## config.mk

```make
export PLATFORM = sky130hd
export DESIGN_NAME = adcsp_device_flat
export DESIGN_NICKNAME = d
export VERILOG_FILES = /design/src/common/adcsp_pkg.sv /design/src/common/adcsp_link_if.sv /design/src/verilog/adcsp_device.sv /design/src/flat_wrapper.sv
export SDC_FILE = /design/constraint.sdc
export NUM_CORES = 1
export LEC_CHECK = 0
export ABC_AREA = 1
export ABC_CLOCK_PERIOD_IN_PS = 3600
export BUFFER_PORTS_ARGS = -buffer_cell sky130_fd_sc_hd__buf_2
export CORE_ASPECT_RATIO = 0.6
export CORE_UTILIZATION = 57
export DETAILED_ROUTE_END_ITERATION = 8
export HOLD_SLACK_MARGIN = 0.03
export PLACE_DENSITY = 0.76
export SLEW_MARGIN = 20
export SYNTH_ARGS = -nofsm -noshare
export SYNTH_HDL_FRONTEND = slang
export SYNTH_SLANG_ARGS = --single-unit
```

## constraint.sdc

```tcl
create_clock -name sys_clk_in -period 3.6 [get_ports sys_clk_in]
set_input_delay 0.18 -clock sys_clk_in [delete_from_list [all_inputs] [get_ports sys_clk_in]]
set_output_delay 0.18 -clock sys_clk_in [all_outputs]
set_load 0.05 [all_outputs]
```

## src/common/adcsp_pkg.sv

```systemverilog
// =====================================================================
// shared constants of the converter serial link
package adcsp_pkg;
  // clock and link timing
  localparam int SYS_CLK_PERIOD_NS = 5;
  localparam int SCLK_HALF_NS      = 40;
  localparam int SCLK_HALF_CYC     = (SCLK_HALF_NS + SYS_CLK_PERIOD_NS - 1) / SYS_CLK_PERIOD_NS;
  localparam int INT_HALF_NS       = 40;
  localparam int INT_HALF_CYC      = (INT_HALF_NS + SYS_CLK_PERIOD_NS - 1) / SYS_CLK_PERIOD_NS;
  // frame layout
  localparam int WORD_BITS         = 32;
  localparam logic [5:0] MIN_WRITE_CLKS = 6'h20;
  localparam logic [5:0] SINGLE_STEPS   = 6'h20;
  localparam logic [5:0] DUAL_STEPS     = 6'h10;
  localparam int OP_MSB            = 31;
  localparam int ADDR_MSB          = 23;
  // commands: [31:24] opcode, [23:16] register, [15:0] data
  localparam logic [7:0] OP_WRITE  = 8'h0A;
  localparam logic [7:0] OP_READ   = 8'h05;
  // device register addresses
  localparam logic [7:0] ADDR_IN_CTL  = 8'h08;
  localparam logic [7:0] ADDR_OUT_CTL = 8'h0C;
  // output control fields
  localparam int OC_PROTO_LSB      = 0;
  localparam int OC_SYNC_SRC_BIT   = 6;
  localparam int OC_LANE_LSB       = 8;
  localparam logic [15:0] OC_MASK  = 16'h0343;
  localparam logic [1:0] LANE_DUAL = 2'h3;
  localparam logic [1:0] PROTO_SPI = 2'h0;
  // reset values
  localparam logic [1:0]  IN_CTL_RST  = 2'h0;
  localparam logic [15:0] OUT_CTL_RST = 16'h0000;
  // host register port (byte offsets)
  localparam logic [3:0] HR_CTRL   = 4'h0;
  localparam logic [3:0] HR_TX     = 4'h4;
  localparam logic [3:0] HR_RX     = 4'h8;
  localparam logic [3:0] HR_STATUS = 4'hC;
  localparam int HC_MODE_LSB       = 0;
  localparam int HC_PROTO_LSB      = 2;
  localparam int HC_DUAL_BIT       = 4;
  localparam int HC_LEN_LSB        = 8;
  localparam logic [5:0] HC_LEN_RST = 6'h20;
endpackage

```

## src/common/adcsp_link_if.sv

```systemverilog
`timescale 1ns/1ps
// =====================================================================
// serial link between host controller and converter
interface adcsp_link_if;
  logic cs_n;   // convert_select_pin, active low
  logic sclk;   // host serial clock
  logic sdi;    // host to device data
  logic sdo0;   // data_out_lane_zero
  logic sdo1;   // alarm_or_lane_one_pin
  logic ready_strobe_clock_out;    // ready_strobe_clock_out
  modport dev  (input cs_n, sclk, sdi, output sdo0, sdo1, ready_strobe_clock_out);
  modport host (output cs_n, sclk, sdi, input sdo0, sdo1, ready_strobe_clock_out);
endinterface

```

## src/verilog/adcsp_device.sv

```systemverilog
`timescale 1ns/1ps
// =====================================================================
// device end: shifts commands in, data out, keeps the mode registers
// How it works
// RQ1 - writes always use an edge mode frame
// RQ2 - mode value sets idle level, capture edge
// RQ3 - reset selects idle low, rising capture
// RQ4 - new mode applies from the next frame
// RQ5 - one mode governs reads and writes
// RQ6 - host gives at least 32 clocks per write
// RQ7 - msb at select fall or first clock edge
// RQ8 - host sets read protocol zero for edge reads
// RQ9 - strobe stays low in edge modes
// RQ10 - short frames are tolerated
// RQ11 - long frames shift through like a chain
// RQ12 - lane config 11b turns alarm pin to data
// RQ13 - dual lanes launch two bits per edge
// RQ14 - dual lanes keep timing, half the clocks
// RQ15 - sync modes drive clock on strobe pin
// RQ16 - source bit picks host or internal clock
// RQ17 - sync modes also support dual lanes
// RQ18 - commands act at select rise
// RQ19 - frame content set by previous command
// RQ20 - lane one carries the upper bit
// RQ21 - data goes out msb first
module adcsp_device
  import adcsp_pkg::*;
#(
  parameter int INT_HALF = INT_HALF_CYC    // internal strobe clock half period
)(
  // clock and reset
  input  wire logic        sys_clk_in,
  input  wire logic        rstn_in,
  // link
  adcsp_link_if.dev        link,
  // user side
  input  wire logic [15:0] conv_data_in,   // latest conversion result
  input  wire logic        alarm_in,       // alarm level for the shared pin
  output logic [1:0]       host_edge_mode_select_out,
  output logic [1:0]       read_protocol_select_out,
  output logic             dual_lane_out,
  output logic             sync_clock_source_select_out,
  output logic             frame_active_out
);

  // =====================================================================
  // state
  typedef struct packed {
    logic [1:0]  cs_s;       // select synchroniser
    logic [1:0]  sck_s;      // clock synchroniser
    logic [1:0]  sdi_s;      // data synchroniser
    logic        cs_d;       // delayed synced select
    logic        sck_d;      // delayed synced clock
    logic [1:0]  in_mode;    // input_control_register mode field
    logic [15:0] out_ctl;    // output_control_register
    logic [1:0]  fr_mode;    // mode frozen for the frame
    logic        fr_src;     // frame uses source synchronous mode
    logic        fr_int;     // frame strobe from internal clock
    logic        fr_dual;    // frame uses two lanes
    logic [31:0] sr;         // output shift register
    logic [31:0] rx;         // input shift register
    logic [5:0]  cnt;        // captured clocks, saturating
    logic        first;      // first launch edge still to come
    logic [5:0]  left;       // internal strobe rises still to give
    logic [7:0]  div;        // internal clock divider
    logic        ready_strobe_clock_out;        // strobe pin
    logic        sdo0;       // lane zero pin
    logic        sdo1;       // lane one pin
    logic [31:0] next_word;  // word for the next frame
  } adcsp_dev_s;

  adcsp_dev_s st_r;
  adcsp_dev_s st_nxt;

  // =====================================================================
  // helpers
  // pins shown for a shift register value; upper bit on lane one
  function automatic logic [1:0] lane_bits(input logic [31:0] v, input logic dual);
    lane_bits = dual ? v[31:30] : {1'b0, v[31]};  // [RQ20] [RQ21]
  endfunction

  // capture edge is rising when idle level and phase bits match
  function automatic logic cap_on_rise(input logic [1:0] m);
    cap_on_rise = (m[1] == m[0]);  // [RQ2]
  endfunction

  // combinational event flags
  logic        cs_fall;
  logic        cs_rise;
  logic        sck_rise;
  logic        sck_fall;
  logic        active;
  logic        cap;
  logic        launch;
  logic        shift;
  logic        int_fall;
  logic [1:0]  pins;
  logic [15:0] rd_val;
  logic        dual_cfg;

  // =====================================================================
  // next state
  always_comb
  begin
    st_nxt = st_r;
    // two flops before any use of a pin
    st_nxt.cs_s  = {st_r.cs_s[0], link.cs_n};
    st_nxt.sck_s = {st_r.sck_s[0], link.sclk};
    st_nxt.sdi_s = {st_r.sdi_s[0], link.sdi};
    st_nxt.cs_d  = st_r.cs_s[1];
    st_nxt.sck_d = st_r.sck_s[1];
    cs_fall  = st_r.cs_d & ~st_r.cs_s[1];
    cs_rise  = ~st_r.cs_d & st_r.cs_s[1];
    sck_rise = ~st_r.sck_d & st_r.sck_s[1];
    sck_fall = st_r.sck_d & ~st_r.sck_s[1];
    active   = ~st_r.cs_s[1] & ~cs_fall;
    // capture follows the frozen mode in every frame
    cap      = active & (cap_on_rise(st_r.fr_mode) ? sck_rise : sck_fall);  // [RQ5] [RQ1]
    launch   = active & (cap_on_rise(st_r.fr_mode) ? sck_fall : sck_rise);
    int_fall = 1'b0;
    shift    = 1'b0;
    pins     = lane_bits(st_r.sr, st_r.fr_dual);
    dual_cfg = (st_r.out_ctl[OC_LANE_LSB +: 2] == LANE_DUAL);  // [RQ12]
    rd_val   = 16'h0000;

    if (cs_fall)
    begin
      // freeze the mode set by earlier frames
      st_nxt.fr_mode = st_r.in_mode;  // [RQ4]
      st_nxt.fr_src  = (st_r.out_ctl[OC_PROTO_LSB +: 2] != PROTO_SPI);
      st_nxt.fr_int  = st_r.out_ctl[OC_SYNC_SRC_BIT];  // [RQ16]
      st_nxt.fr_dual = dual_cfg;
      st_nxt.sr      = st_r.next_word;  // [RQ19]
      st_nxt.cnt     = 6'h00;
      st_nxt.first   = 1'b1;
      st_nxt.div     = 8'h00;
      st_nxt.ready_strobe_clock_out     = 1'b0;
      st_nxt.left    = dual_cfg ? DUAL_STEPS : SINGLE_STEPS;
      pins           = lane_bits(st_r.next_word, dual_cfg);
      // phase zero and sync modes show the msb at select fall
      if (st_r.in_mode[0] == 1'b0 || st_r.out_ctl[OC_PROTO_LSB +: 2] != PROTO_SPI)
      begin
        st_nxt.sdo0 = pins[0];  // [RQ7]
        st_nxt.sdo1 = pins[1];
      end
      else
      begin
        st_nxt.sdo0 = 1'b0;
        st_nxt.sdo1 = 1'b0;
      end
    end
    else if (active)
    begin
      // commands always come in on the capture edge
      if (cap)
      begin
        st_nxt.rx = {st_r.rx[30:0], st_r.sdi_s[1]};
        if (st_r.cnt != 6'h3F)
        begin
          st_nxt.cnt = st_r.cnt + 6'h01;
        end
      end
      // strobe clock and shift timing per protocol
      if (!st_r.fr_src)
      begin
        st_nxt.ready_strobe_clock_out = 1'b0;  // [RQ9]
        shift      = launch;
      end
      else if (!st_r.fr_int)
      begin
        // strobe copies host clock so it rises on the capture edge; phase one
        // modes idle with the strobe high, so hold it low until the first launch
        st_nxt.ready_strobe_clock_out = (cap_on_rise(st_r.fr_mode) ? st_r.sck_s[1] : ~st_r.sck_s[1])
                     & ~(st_r.first & st_r.fr_mode[0]);  // [RQ15] [RQ16]
        shift      = launch;
      end
      else
      begin
        // internal divider; stops low once all steps are given
        if (st_r.div == 8'(INT_HALF - 1))
        begin
          st_nxt.div = 8'h00;
          if (st_r.ready_strobe_clock_out)
          begin
            st_nxt.ready_strobe_clock_out = 1'b0;  // [RQ15]
            int_fall   = 1'b1;
          end
          else if (st_r.left != 6'h00)
          begin
            st_nxt.ready_strobe_clock_out  = 1'b1;
            st_nxt.left = st_r.left - 6'h01;  // [RQ17]
          end
        end
        else
        begin
          st_nxt.div = st_r.div + 8'h01;
        end
        shift = int_fall;
      end
      if (shift)
      begin
        if (st_r.first && st_r.fr_mode[0] && !(st_r.fr_src && st_r.fr_int))
        begin
          // phase one: first launch edge presents the msb; internal strobe shifts from the start
          pins = lane_bits(st_r.sr, st_r.fr_dual);  // [RQ7]
        end
        else if (st_r.fr_dual)
        begin
          // two bits per launch edge; the same edges as one lane
          st_nxt.sr = {st_r.sr[29:0], 1'b0, st_r.rx[0]};  // [RQ13] [RQ14]
          pins      = lane_bits(st_nxt.sr, 1'b1);
        end
        else
        begin
          // captured bits follow the word out: chain behaviour
          st_nxt.sr = {st_r.sr[30:0], st_r.rx[0]};  // [RQ11] [RQ21]
          pins      = lane_bits(st_nxt.sr, 1'b0);
        end
        st_nxt.first = 1'b0;
        st_nxt.sdo0  = pins[0];
        st_nxt.sdo1  = pins[1];
      end
    end
    else if (cs_rise)
    begin
      // frame end: short frames simply stop here
      st_nxt.sdo0 = 1'b0;  // [RQ10]
      st_nxt.sdo1 = 1'b0;
      st_nxt.ready_strobe_clock_out  = 1'b0;
      st_nxt.next_word = {conv_data_in, 16'h0000};
      // commands need a full word of clocks to count
      if (st_r.cnt >= MIN_WRITE_CLKS)  // [RQ6]
      begin
        if (st_r.rx[OP_MSB -: 8] == OP_WRITE)
        begin
          if (st_r.rx[ADDR_MSB -: 8] == ADDR_IN_CTL)
          begin
            st_nxt.in_mode = st_r.rx[1:0];  // [RQ18] [RQ4]
          end
          else if (st_r.rx[ADDR_MSB -: 8] == ADDR_OUT_CTL)
          begin
            st_nxt.out_ctl = st_r.rx[15:0] & OC_MASK;  // [RQ18]
          end
        end
        else if (st_r.rx[OP_MSB -: 8] == OP_READ)
        begin
          if (st_r.rx[ADDR_MSB -: 8] == ADDR_IN_CTL)
          begin
            rd_val = {14'h0000, st_r.in_mode};
          end
          else if (st_r.rx[ADDR_MSB -: 8] == ADDR_OUT_CTL)
          begin
            rd_val = st_r.out_ctl;
          end
          st_nxt.next_word = {rd_val, 16'h0000};  // [RQ19]
        end
      end
    end
    // alarm owns the shared pin unless two lanes are configured
    if (!dual_cfg && !(cs_fall && st_r.out_ctl[OC_LANE_LSB +: 2] == LANE_DUAL))
    begin
      st_nxt.sdo1 = alarm_in;  // [RQ12]
    end
  end

  // =====================================================================
  // registers
  always_ff @(posedge sys_clk_in)
  begin
    if (!rstn_in)
    begin
      st_r           <= '0;
      st_r.cs_s      <= 2'h3;
      st_r.cs_d      <= 1'b1;
      st_r.in_mode   <= IN_CTL_RST;  // [RQ3]
      st_r.out_ctl   <= OUT_CTL_RST;
      st_r.fr_mode   <= IN_CTL_RST;
    end
    else
    begin
      st_r <= st_nxt;
    end
  end

  // =====================================================================
  // outputs
  assign link.sdo0 = st_r.sdo0;
  assign link.sdo1 = st_r.sdo1;
  assign link.ready_strobe_clock_out  = st_r.ready_strobe_clock_out;
  assign host_edge_mode_select_out    = st_r.in_mode;
  assign read_protocol_select_out     = st_r.out_ctl[OC_PROTO_LSB +: 2];
  assign dual_lane_out                = (st_r.out_ctl[OC_LANE_LSB +: 2] == LANE_DUAL);
  assign sync_clock_source_select_out = st_r.out_ctl[OC_SYNC_SRC_BIT];
  assign frame_active_out             = ~st_r.cs_d;

endmodule // adcsp_device

```

## src/flat_wrapper.sv

```systemverilog
// flat-port wrapper written by rule: the top's interface ports become plain ports
module adcsp_device_flat import adcsp_pkg::*;
#(
  parameter int INT_HALF = INT_HALF_CYC                                        
)
  (sys_clk_in, rstn_in, conv_data_in, alarm_in, host_edge_mode_select_out, read_protocol_select_out, dual_lane_out, sync_clock_source_select_out, frame_active_out, link_cs_n, link_sclk, link_sdi, link_sdo0, link_sdo1, link_ready_strobe_clock_out);
  adcsp_link_if link_i ();
  input  wire logic sys_clk_in;
  input  wire logic rstn_in;
  input  wire logic [15:0] conv_data_in;
  input  wire logic alarm_in;
  output logic [1:0] host_edge_mode_select_out;
  output logic [1:0] read_protocol_select_out;
  output logic dual_lane_out;
  output logic sync_clock_source_select_out;
  output logic frame_active_out;
  input wire logic [$bits(link_i.cs_n)-1:0] link_cs_n;
  input wire logic [$bits(link_i.sclk)-1:0] link_sclk;
  input wire logic [$bits(link_i.sdi)-1:0] link_sdi;
  output wire logic [$bits(link_i.sdo0)-1:0] link_sdo0;
  output wire logic [$bits(link_i.sdo1)-1:0] link_sdo1;
  output wire logic [$bits(link_i.ready_strobe_clock_out)-1:0] link_ready_strobe_clock_out;
  assign link_i.cs_n = link_cs_n;
  assign link_i.sclk = link_sclk;
  assign link_i.sdi = link_sdi;
  assign link_sdo0 = link_i.sdo0;
  assign link_sdo1 = link_i.sdo1;
  assign link_ready_strobe_clock_out = link_i.ready_strobe_clock_out;
  adcsp_device #(.INT_HALF(INT_HALF)) u_core (.sys_clk_in(sys_clk_in), .rstn_in(rstn_in), .link(link_i), .conv_data_in(conv_data_in), .alarm_in(alarm_in), .host_edge_mode_select_out(host_edge_mode_select_out), .read_protocol_select_out(read_protocol_select_out), .dual_lane_out(dual_lane_out), .sync_clock_source_select_out(sync_clock_source_select_out), .frame_active_out(frame_active_out));
endmodule
```

Yosys cells after proc, flatten, opt, wreduce, memory -nomap -nowiden

Index checks and enable logic that the tools add are counted.

Add/subtract/negate cells: 3
Order comparisons: 1
Eq/ne operators: 13
Multiplexer cells: 44
Bitwise logic cells: 19
Reduce and logical (&&, ||, !) cells: 33

Operators by type and width:

| cell                  | count |
|---|---|
| $mux W32              | 7 |
| $mux W85              | 1 |
| $mux W38              | 1 |
| $mux W35              | 1 |
| $mux W6               | 5 |
| $mux W14              | 2 |
| $eq A8 B4 Y1 const B  | 3 |
| $mux W10              | 2 |
| $mux W18              | 1 |
| $eq A8 B3 Y1 const B  | 2 |
| $mux W1               | 16 |
| $reduce_bool A2 Y1    | 8 |
| $reduce_and A3 Y1     | 5 |
| $mux W2               | 6 |
| $reduce_and A6 Y1     | 2 |
| $not A1 Y1            | 10 |
| $and A1 B1 Y1         | 9 |
| $add A8 B1 Y8 const B | 1 |
| $mux W8               | 1 |
| $reduce_and A2 Y1     | 4 |
| $reduce_and A7 Y1     | 1 |
| $add A6 B1 Y6 const B | 1 |
| $ge A6 B6 Y1 const B  | 1 |
| $ne A6 B6 Y1 const B  | 1 |
| 16 further kinds      | 22 |

Flip-flop bits (word level): 140
Output and inout bits: 10
Word-level logic and storage cells: 134

Longest topological paths before layout

Gate-level depths: netlist (run 1).

Word-level depth: 13
Depth in mapped cells: 12

Worst setup path before layout (run 1)

No wires, ideal clock.

Path kind: flip-flop to flip-flop
From: reg u_core.st_r[144] (netlist bit)
To: reg u_core.st_r[116] (netlist bit)
Data arrival time: 1.799 ns
Data required time: 3.489 ns
Slack: 1.690 ns
Cell stages (with the launch flop): 11
Buffers on the path: 1
Clock period less this slack: 1.910 ns
Cells stage by stage: dfxtp_1 -> inv_1 -> ha_1 -> inv_2 -> nor2_1 -> nand3_2 -> nand3_4 -> buf_2 -> nand4_1 -> nand2_1 -> nor2_2

Cells in the longest elaborated chain, start to end: 10
Elaborated cells between the ends (all ways): 13

Ends and longest elaborated chain:

| what                         | line                | text |
|---|---|---|
| from (decl)                  | adcsp_device.sv:72  | `adcsp_dev_s st_r;` |
| from (signal assigned)       | adcsp_device.sv:281 | `st_r <= st_nxt;` |
| $and A1 B1 Y1 *              | adcsp_device.sv:112 | `cs_fall = st_r.cs_d & ~st_r.cs_s[1];` |
| $not A1 Y1 (no line)         | n/a                 |  |
| $and A1 B1 Y1                | adcsp_device.sv:116 | `active = ~st_r.cs_s[1] & ~cs_fall;` |
| $and A1 B1 Y1                | adcsp_device.sv:119 | `launch = active & (cap_on_rise(st_r.fr_mode) ? sck_fall : sck_rise);` |
| $mux W1                      | adcsp_device.sv:169 | `else if (!st_r.fr_int)` |
| $mux W1                      | adcsp_device.sv:164 | `if (!st_r.fr_src)` |
| $mux W1                      | adcsp_device.sv:152 | `else if (active)` |
| $mux W1                      | adcsp_device.sv:126 | `if (cs_fall)` |
| $reduce_bool A2 Y1 (no line) | n/a                 |  |
| $reduce_and A3 Y1 (no line)  | n/a                 |  |

Mark *: on every way between the ends. The rest lies on a longest branch, timed or not. The select of a mux whose other input is x is not followed.
A chain may end at the register's enable or synchronous reset.

Worst setup path after layout (run 1)

From: reg u_core.st_r (netlist bit u_core.st_nxt[144])
To: reg u_core.st_r[89] (netlist bit)

Cells in the longest elaborated chain, start to end: 11
Elaborated cells between the ends (all ways): 14

Ends and longest elaborated chain:

| what                         | line                | text |
|---|---|---|
| $not A1 Y1 *                 | adcsp_device.sv:112 |  |
| $and A1 B1 Y1 *              | adcsp_device.sv:112 |  |
| named net u_core.cs_fall     | adcsp_device.sv:88  | `logic cs_fall;` |
| $not A1 Y1 (no line)         | n/a                 |  |
| $and A1 B1 Y1                | adcsp_device.sv:116 |  |
| $and A1 B1 Y1                | adcsp_device.sv:119 |  |
| $mux W1                      | adcsp_device.sv:169 |  |
| $mux W1                      | adcsp_device.sv:164 |  |
| $mux W1                      | adcsp_device.sv:152 |  |
| $mux W1                      | adcsp_device.sv:126 |  |
| $reduce_bool A2 Y1 (no line) | n/a                 |  |
| $reduce_and A3 Y1 (no line)  | n/a                 |  |

Mark *: on every way through the listed nets, which the timed path passes. The rest lies on a longest branch. The select of a mux whose other input is x is not followed.

==> results of run 1 <==
==> power by group <==
part           switching [mW]  total (mW)  leakage, nW  internal [mW]
clock                   0.660        1.65        0.271          0.987
sequential             0.0167        1.41         1.00           1.40
combinational           0.104       0.161         1.60         0.0573
==> flip-flops by register name, summed over array words and instances, names as in the netlist <==
register	cells
u_core.st_nxt	5
u_core.link.sdo0	1
u_core.link.sdo1	1
u_core.read_protocol_select_out	2
u_core.link.ready_strobe_clock_out	1
u_core.host_edge_mode_select_out	2
u_core.sync_clock_source_select_out	1
u_core.st_r	111
==> critical path: cells and delay by family, from the launching register on <==
family        cells  cell delay, ns
flops             1            0.36
buf+inv           3            0.85
fa+ha+maj         1            0.64
simple gates      4            0.96
==> layout make-up <==
class | instances | share of cell area (%)
multi-input combinational | 606 | 43.6
sequential | 124 | 36.3
clock buffer | 19 | 6.61
timing repair buffer | 51 | 4.97
inverter | 79 | 4.40
tap | 135 | 2.47
clock inverter | 13 | 1.74
==> kinds of logic after synthesis <==
logic type               after synthesis  share of synthesized area [%]
AO/OA/AOI/OAI                        182                           15.5
XOR/XNOR                               5                          0.726
adder cells (fa/ha/maj)                9                           1.87
buffers and inverters                128                           9.45
flip-flops                           124                           41.1
AND/OR/NAND/NOR                      410                           31.3
==> cells in the mapped netlist, types with 2 or more instances <==
library cell	instances
and3_1	2
nand2_2	5
inv_1	73
xnor2_1	3
ha_1	9
buf_1	2
a21oi_1	66
o22ai_1	6
buf_4	4
inv_2	5
o211ai_1	3
nand3b_1	2
o21ai_1	12
xor2_1	2
nor3b_1	3
buf_12	2
a211oi_1	2
o21ai_0	90
or2_2	4
nand3_4	2
a31oi_1	2
buf_2	23
nand2_1	151
nor3_1	9
nor2_1	119
nand3_2	2
nor2_2	42
nand4_1	31
clkbuf_1	16
nand3_1	34
dfxtp_1	124
==> how the worst max path moves through the flow <==
stage                                               end  slack (ns)                           from
after CTS                  u_core.st_r[89]$_SDFFE_PN0P_        0.82  u_core.st_nxt[144]$_SDFF_PN1_
after global routing       u_core.st_r[89]$_SDFFE_PN0P_        0.52  u_core.st_nxt[144]$_SDFF_PN1_
after floorplan           u_core.st_r[116]$_SDFFE_PN0P_        1.69    u_core.st_r[144]$_SDFF_PN1_
after detailed placement   u_core.st_r[89]$_SDFFE_PN0P_        0.84  u_core.st_nxt[144]$_SDFF_PN1_
after global placement     u_core.st_r[89]$_SDFFE_PN0P_        1.01  u_core.st_nxt[144]$_SDFF_PN1_
final                      u_core.st_r[89]$_SDFFE_PN0P_        0.70  u_core.st_nxt[144]$_SDFF_PN1_
==> routing by layer <==
layer | wire length, um | part of all wire [%] | GRT usage [%]
met1 | 7330 | 48 | 40.4
met2 | 6340 | 42 | 43.1
met3 | 1260 | 8.3 | 8.21
met4 | 211 | 1.4 | 9.66
met5 | 0 | 0 | 0
==> timing repair <==
action,4_1_cts,5_1_grt
gates resized for setup,0,0
hold buffers,14,0
hold endpoints to repair,14,0
==> flow_summary.json, run 1 <==
{
  "final_area_mm2": 0.00685,
  "cts_setup_buffers": 0,
  "wl_mm": 15.2,
  "synth_seq_cells": 124,
  "hold_class": "input pin to flop",
  "ant_nets": 0,
  "postLayoutCoreUtil_pct": 68.1,
  "synthArstFlopShare_pct": 0,
  "pin_count": 32,
  "gr-total-overflow": 0,
  "detailed_place_hpwl_mm": 9.72,
  "cts-root-buf": "clkbuf_16",
  "synth_edf_count": 0,
  "status": "finished clean",
  "grt_util_all_layers_pct": 29.0,
  "design.core.area_mm2": 0.0101,
  "drive_gt1_share_pct": 14.9,
  "max_stage_delay_ns": 0.64,
  "die_area_mm2": 0.0110,
  "drv_slew": 0,
  "fin_crit_sh_pct": 80.6,
  "fin_nets": 910,
  "cpMostUsedCell": "nor2_1",
  "fmax_mhz": 345,
  "drc": 0,
  "relSlewSlack_pct": 33.6,
  "clock-sinks": 124,
  "syn_area_mm2": 0.00604,
  "die_y_um": 81.7,
  "ctsHtreeMaxLevel": 4,
  "critPathKind": "flop to flop",
  "areaGrowthSynthToFinish_pct": 13.5,
  "post-place-cells": 981,
  "synthCells": 858,
  "synth_area_per_cell_um2": 7.03,
  "hold-path-endpoint": "u_core.st_r[16]$_SDFFE_PN0P_",
  "yosys-top-cells-area": "dfxtp_1, nand2_1, o21ai_0",
  "rr_worst_depth": 8,
  "leakagePower_nw": 2.87,
  "antenna_found_initial": 0,
  "fin_ws_ns": 0.700,
  "pre_cts_ws_ns": 0.840,
  "yosysSeqAreaShare_pct": 41.1,
  "cts_buffers": 17,
  "synth_top_area_share_pct": 41.1,
  "insertion_delay_ns": 0.42,
  "cts.path.max_buffers": 2,
  "r2r-start": "u_core.st_nxt[144]$_SDFF_PN1_",
  "final_cell_mix": "nand2_1, dfxtp_1, nor2_1",
  "ys.flop_type": "dfxtp_1",
  "fillers": 800,
  "hold_slack_ns": 0.0455,
  "instances_no_fill": 1027,
  "grt_max_degree": 99,
  "vias": 5715,
  "first_global_vias": 4989,
  "placementRows": 28,
  "synthDistinctLibCells": 39,
  "port_buffers": 31,
  "path_cells": "inv_1 -> ha_1 -> inv_2 -> nand2_2 -> nand3_4 -> inv_6 -> nor2_1 -> nor2_1",
  "drt_first_pass_iters": 5,
  "register_area_mm2": 0.00248,
  "rsz0062_at_grt": "false",
  "powerDensity_mw_per_mm2": 470,
  "hold_start": "conv_data_in[0]",
  "start_util_pct": 60.0,
  "drv_cap": 0,
  "holdPathStages": 3,
  "grt_pass1_wl_mm": 24.6,
  "via_per_inst": 5.56,
  "min_period_ns": 2.90,
  "final_common_cell": "nand2_1",
  "path_clk_slew_ns": 0.06,
  "tightest_slew_ns": 0.995,
  "drt_iter0_drc": 623,
  "slowest_stage": "ha_1",
  "hold_viol_final": 0,
  "yosysTopAreaCell": "dfxtp_1",
  "setup_tns_ns": 0,
  "multi_input_area_mm2": 0.00298,
  "cp.arrival_ns": 3.24,
  "syn_nets": 889,
  "worstPathRequired_ns": 3.94,
  "place.gp.congestion": 0.883,
  "wl_per_cell_um": 14.8,
  "setup_viol": 0,
  "path_max_fanout": 27,
  "cts_tree": "done",
  "power_mw": 3.22,
  "place_area_mm2": 0.00614,
  "n_antenna_cell": 0,
  "skew_ns": 0.00676,
  "startpoint_type": "flop",
  "r2r_slack_ns": 0.70,
  "peakVddDrop_uv": 303,
  "yosysWarnings": 0,
  "worstSetupEndpointType": "flop",
  "die_w_um": 135,
  "rr_endpoint": "u_core.st_r[89]$_SDFFE_PN0P_"
}
No activity file was read; power rests on OpenSTA's default activity.
==> run 2: changes to the inputs <==
--- a/config.mk
+++ b/config.mk
@@ -6,7 +6,7 @@
 export NUM_CORES = 1
 export LEC_CHECK = 0
 export ABC_AREA = 1
-export ABC_CLOCK_PERIOD_IN_PS = 3600
+export ABC_CLOCK_PERIOD_IN_PS = 3000
 export BUFFER_PORTS_ARGS = -buffer_cell sky130_fd_sc_hd__buf_2
 export CORE_ASPECT_RATIO = 0.6
 export CORE_UTILIZATION = 57
==> constraint.sdc (replaced) <==
create_clock -name sys_clk_in -period 3 [get_ports sys_clk_in]
set_input_delay 0.15 -clock sys_clk_in [delete_from_list [all_inputs] [get_ports sys_clk_in]]
set_output_delay 0.15 -clock sys_clk_in [all_outputs]
set_load 0.05 [all_outputs]
==> flow_summary.json, run 2 (synthesized netlist as in run 1, its figures left out) <==
{
  "clkPwrFrac_pct": 53.5,
  "fin_crit_sh_pct": 80.5,
  "critPathKind": "flop to flop",
  "cts_buffers": 17,
  "ctsHtreeMaxLevel": 4,
  "grt_util_all_layers_pct": 29.1,
  "drv_slew": 0,
  "power_mw": 4.07,
  "regMostFlops": "u_core.st_r",
  "drv_cap": 0,
  "gr-total-overflow": 0,
  "cts_resized": 0,
  "die_y_um": 81.7,
  "path_max_fanout": 24,
  "worstPathRequired_ns": 3.31,
  "design.core.area_mm2": 0.0101,
  "fillers": 785,
  "drt_iter0_drc": 692,
  "placementRows": 28,
  "largest_reg_flops": 111,
  "antenna_found_initial": 0,
  "insertion_delay_ns": 0.42,
  "dr_wl_met2_mm": 6.40,
  "cellInternalPower_mw": 3.18,
  "n_antenna_cell": 0,
  "max_stage_delay_ns": 0.42,
  "p_sw_share_pct": 21.9,
  "port_buffers": 31,
  "fmax_mhz": 414,
  "final_cell_mix": "nand2_1, dfxtp_1, nor2_1",
  "hold_viol_final": 0,
  "place.gp.congestion": 0.878,
  "skew_ns": 0.00872,
  "cts_tree": "done",
  "leakagePower_nw": 2.94,
  "powerDensity_mw_per_mm2": 583,
  "fin_nets": 919,
  "tightest_slew_ns": 0.981,
  "rsz0062_at_grt": "false",
  "path_clk_slew_ns": 0.05,
  "wl_met3_mm": 1.11,
  "min_period_ns": 2.42,
  "final_common_cell": "nand2_1",
  "cp.arrival_ns": 2.72,
  "pin_count": 32,
  "setup_viol": 0,
  "via_per_inst": 5.52,
  "wl_per_cell_um": 14.3,
  "grt_pass1_wl_mm": 25.0,
  "wl_mm": 14.8,
  "wl_met1_mm": 7.12,
  "detailed_place_hpwl_mm": 9.62,
  "vias": 5719,
  "multi_input_area_mm2": 0.00298,
  "startpoint_type": "flop",
  "postLayoutCoreUtil_pct": 69.4,
  "path_cells": "inv_1 -> ha_1 -> inv_2 -> nor2_2 -> buf_4 -> inv_1 -> a21oi_1 -> a21oi_1 -> nand4_1 -> nand2_1 -> nor2_2",
  "cts.path.max_buffers": 2,
  "comb_power_share_pct": 4.9,
  "p_sw_mw": 0.889,
  "cpLargestDelayFamily": "buffers and inverters",
  "path_buf_inv": 4,
  "hold_slack_ns": 0.0426,
  "hold_class": "input pin to flop",
  "areaGrowthSynthToFinish_pct": 15.6,
  "grt_max_degree": 63,
  "setup_tns_ns": 0,
  "ant_nets": 0,
  "start_util_pct": 60.0,
  "status": "finished clean",
  "worstSetupEndpointType": "flop",
  "die_w_um": 135,
  "relSlewSlack_pct": 34.5,
  "peakVddDrop_uv": 465,
  "register_area_mm2": 0.00248,
  "cts-root-buf": "clkbuf_16",
  "die_area_mm2": 0.0110,
  "drt_first_pass_iters": 5,
  "p_seq_share_pct": 41.6,
  "clock-sinks": 124,
  "slowest_stage": "dfxtp_1",
  "first_global_vias": 5263,
  "drive_gt1_share_pct": 15.2,
  "routed.top_layer": "met4",
  "drc": 0
}
[run 2: changes by cell type in the layout (fill, tap and decap cells not counted)]
cell	before	now
buf_4	6	12
bufinv_16	1	4
clkbuf_1	0	2
clkinv_4	4	1
clkinvlp_4	4	3
dlygate4sd3_1	14	17
inv_6	2	1
[run 2: cell type report]
| class | instances | area share (%) |
|---|---|---|
| Clock inverter | 11 | 2.38 |
| Timing Repair Buffer | 60 | 5.95 |
| Multi-Input combinational cell | 606 | 42.7 |
| Inverter | 79 | 4.32 |
| Tap cell | 135 | 2.42 |
| Sequential cell | 124 | 35.6 |
| Clock buffer | 21 | 6.60 |
[run 2: timing repair]
action / 4_1_cts / 5_1_grt
buffers inserted: 0 / 0
hold endpoints to repair: 17 / 0
hold buffers: 17 / 0
[run 2: worst reg2reg max path, stage by stage, from the launching register on]
cell	delay (ns)
dfxtp_1	0.42
inv_1	0.21
ha_1	0.28
inv_2	0.18
nor2_2	0.05
buf_4	0.22
inv_1	0.33
a21oi_1	0.15
a21oi_1	0.22
nand4_1	0.12
nand2_1	0.11
nor2_2	0.04
[run 2: metrics by stage]
stage               std cells  cell area, um^2  setup WS [ns]
finish                   1036             6980          0.584
global route             1036             6980          0.409
CTS                      1036             6980          0.643
detailed placement        987             6180          0.677
global placement          987             6180          0.773
floorplan                 858             6040           1.09
[run 2: final timing paths]
kind / from / to / slack [ns] / cells past startpoint
max: u_core.st_nxt[144]$_SDFF_PN1_ / u_core.st_r[118]$_SDFFE_PN0P_ / 0.58 / 11
min: conv_data_in[8] / u_core.st_r[24]$_SDFFE_PN0P_ / 0.04 / 3
max reg2reg: u_core.st_nxt[144]$_SDFF_PN1_ / u_core.st_r[118]$_SDFFE_PN0P_ / 0.58 / 11
min reg2reg: u_core.st_nxt[146]$_SDFF_PN0_ / u_core.st_r[146]$_SDFF_PN0_ / 0.41 / 2
[run 2: routing by layer]
layer / vias to the layer above / GRT usage [%]
met2: 228 / 45.1
met1: 2611 / 40.0
met3: 23 / 7.10
li1: 2857 / -
met4: 0 / 9.10
met5: - / 0
[run 2: power by group through the flow]
stage	clock network (mW)	registers, mW	logic (mW)
2_1_floorplan	0	1.73	0.130
3_3_place_gp	0	1.73	0.172
3_5_place_dp	0	1.73	0.177
4_1_cts	2.19	1.69	0.196
5_1_grt	2.28	1.70	0.223
6_report	2.17	1.69	0.200
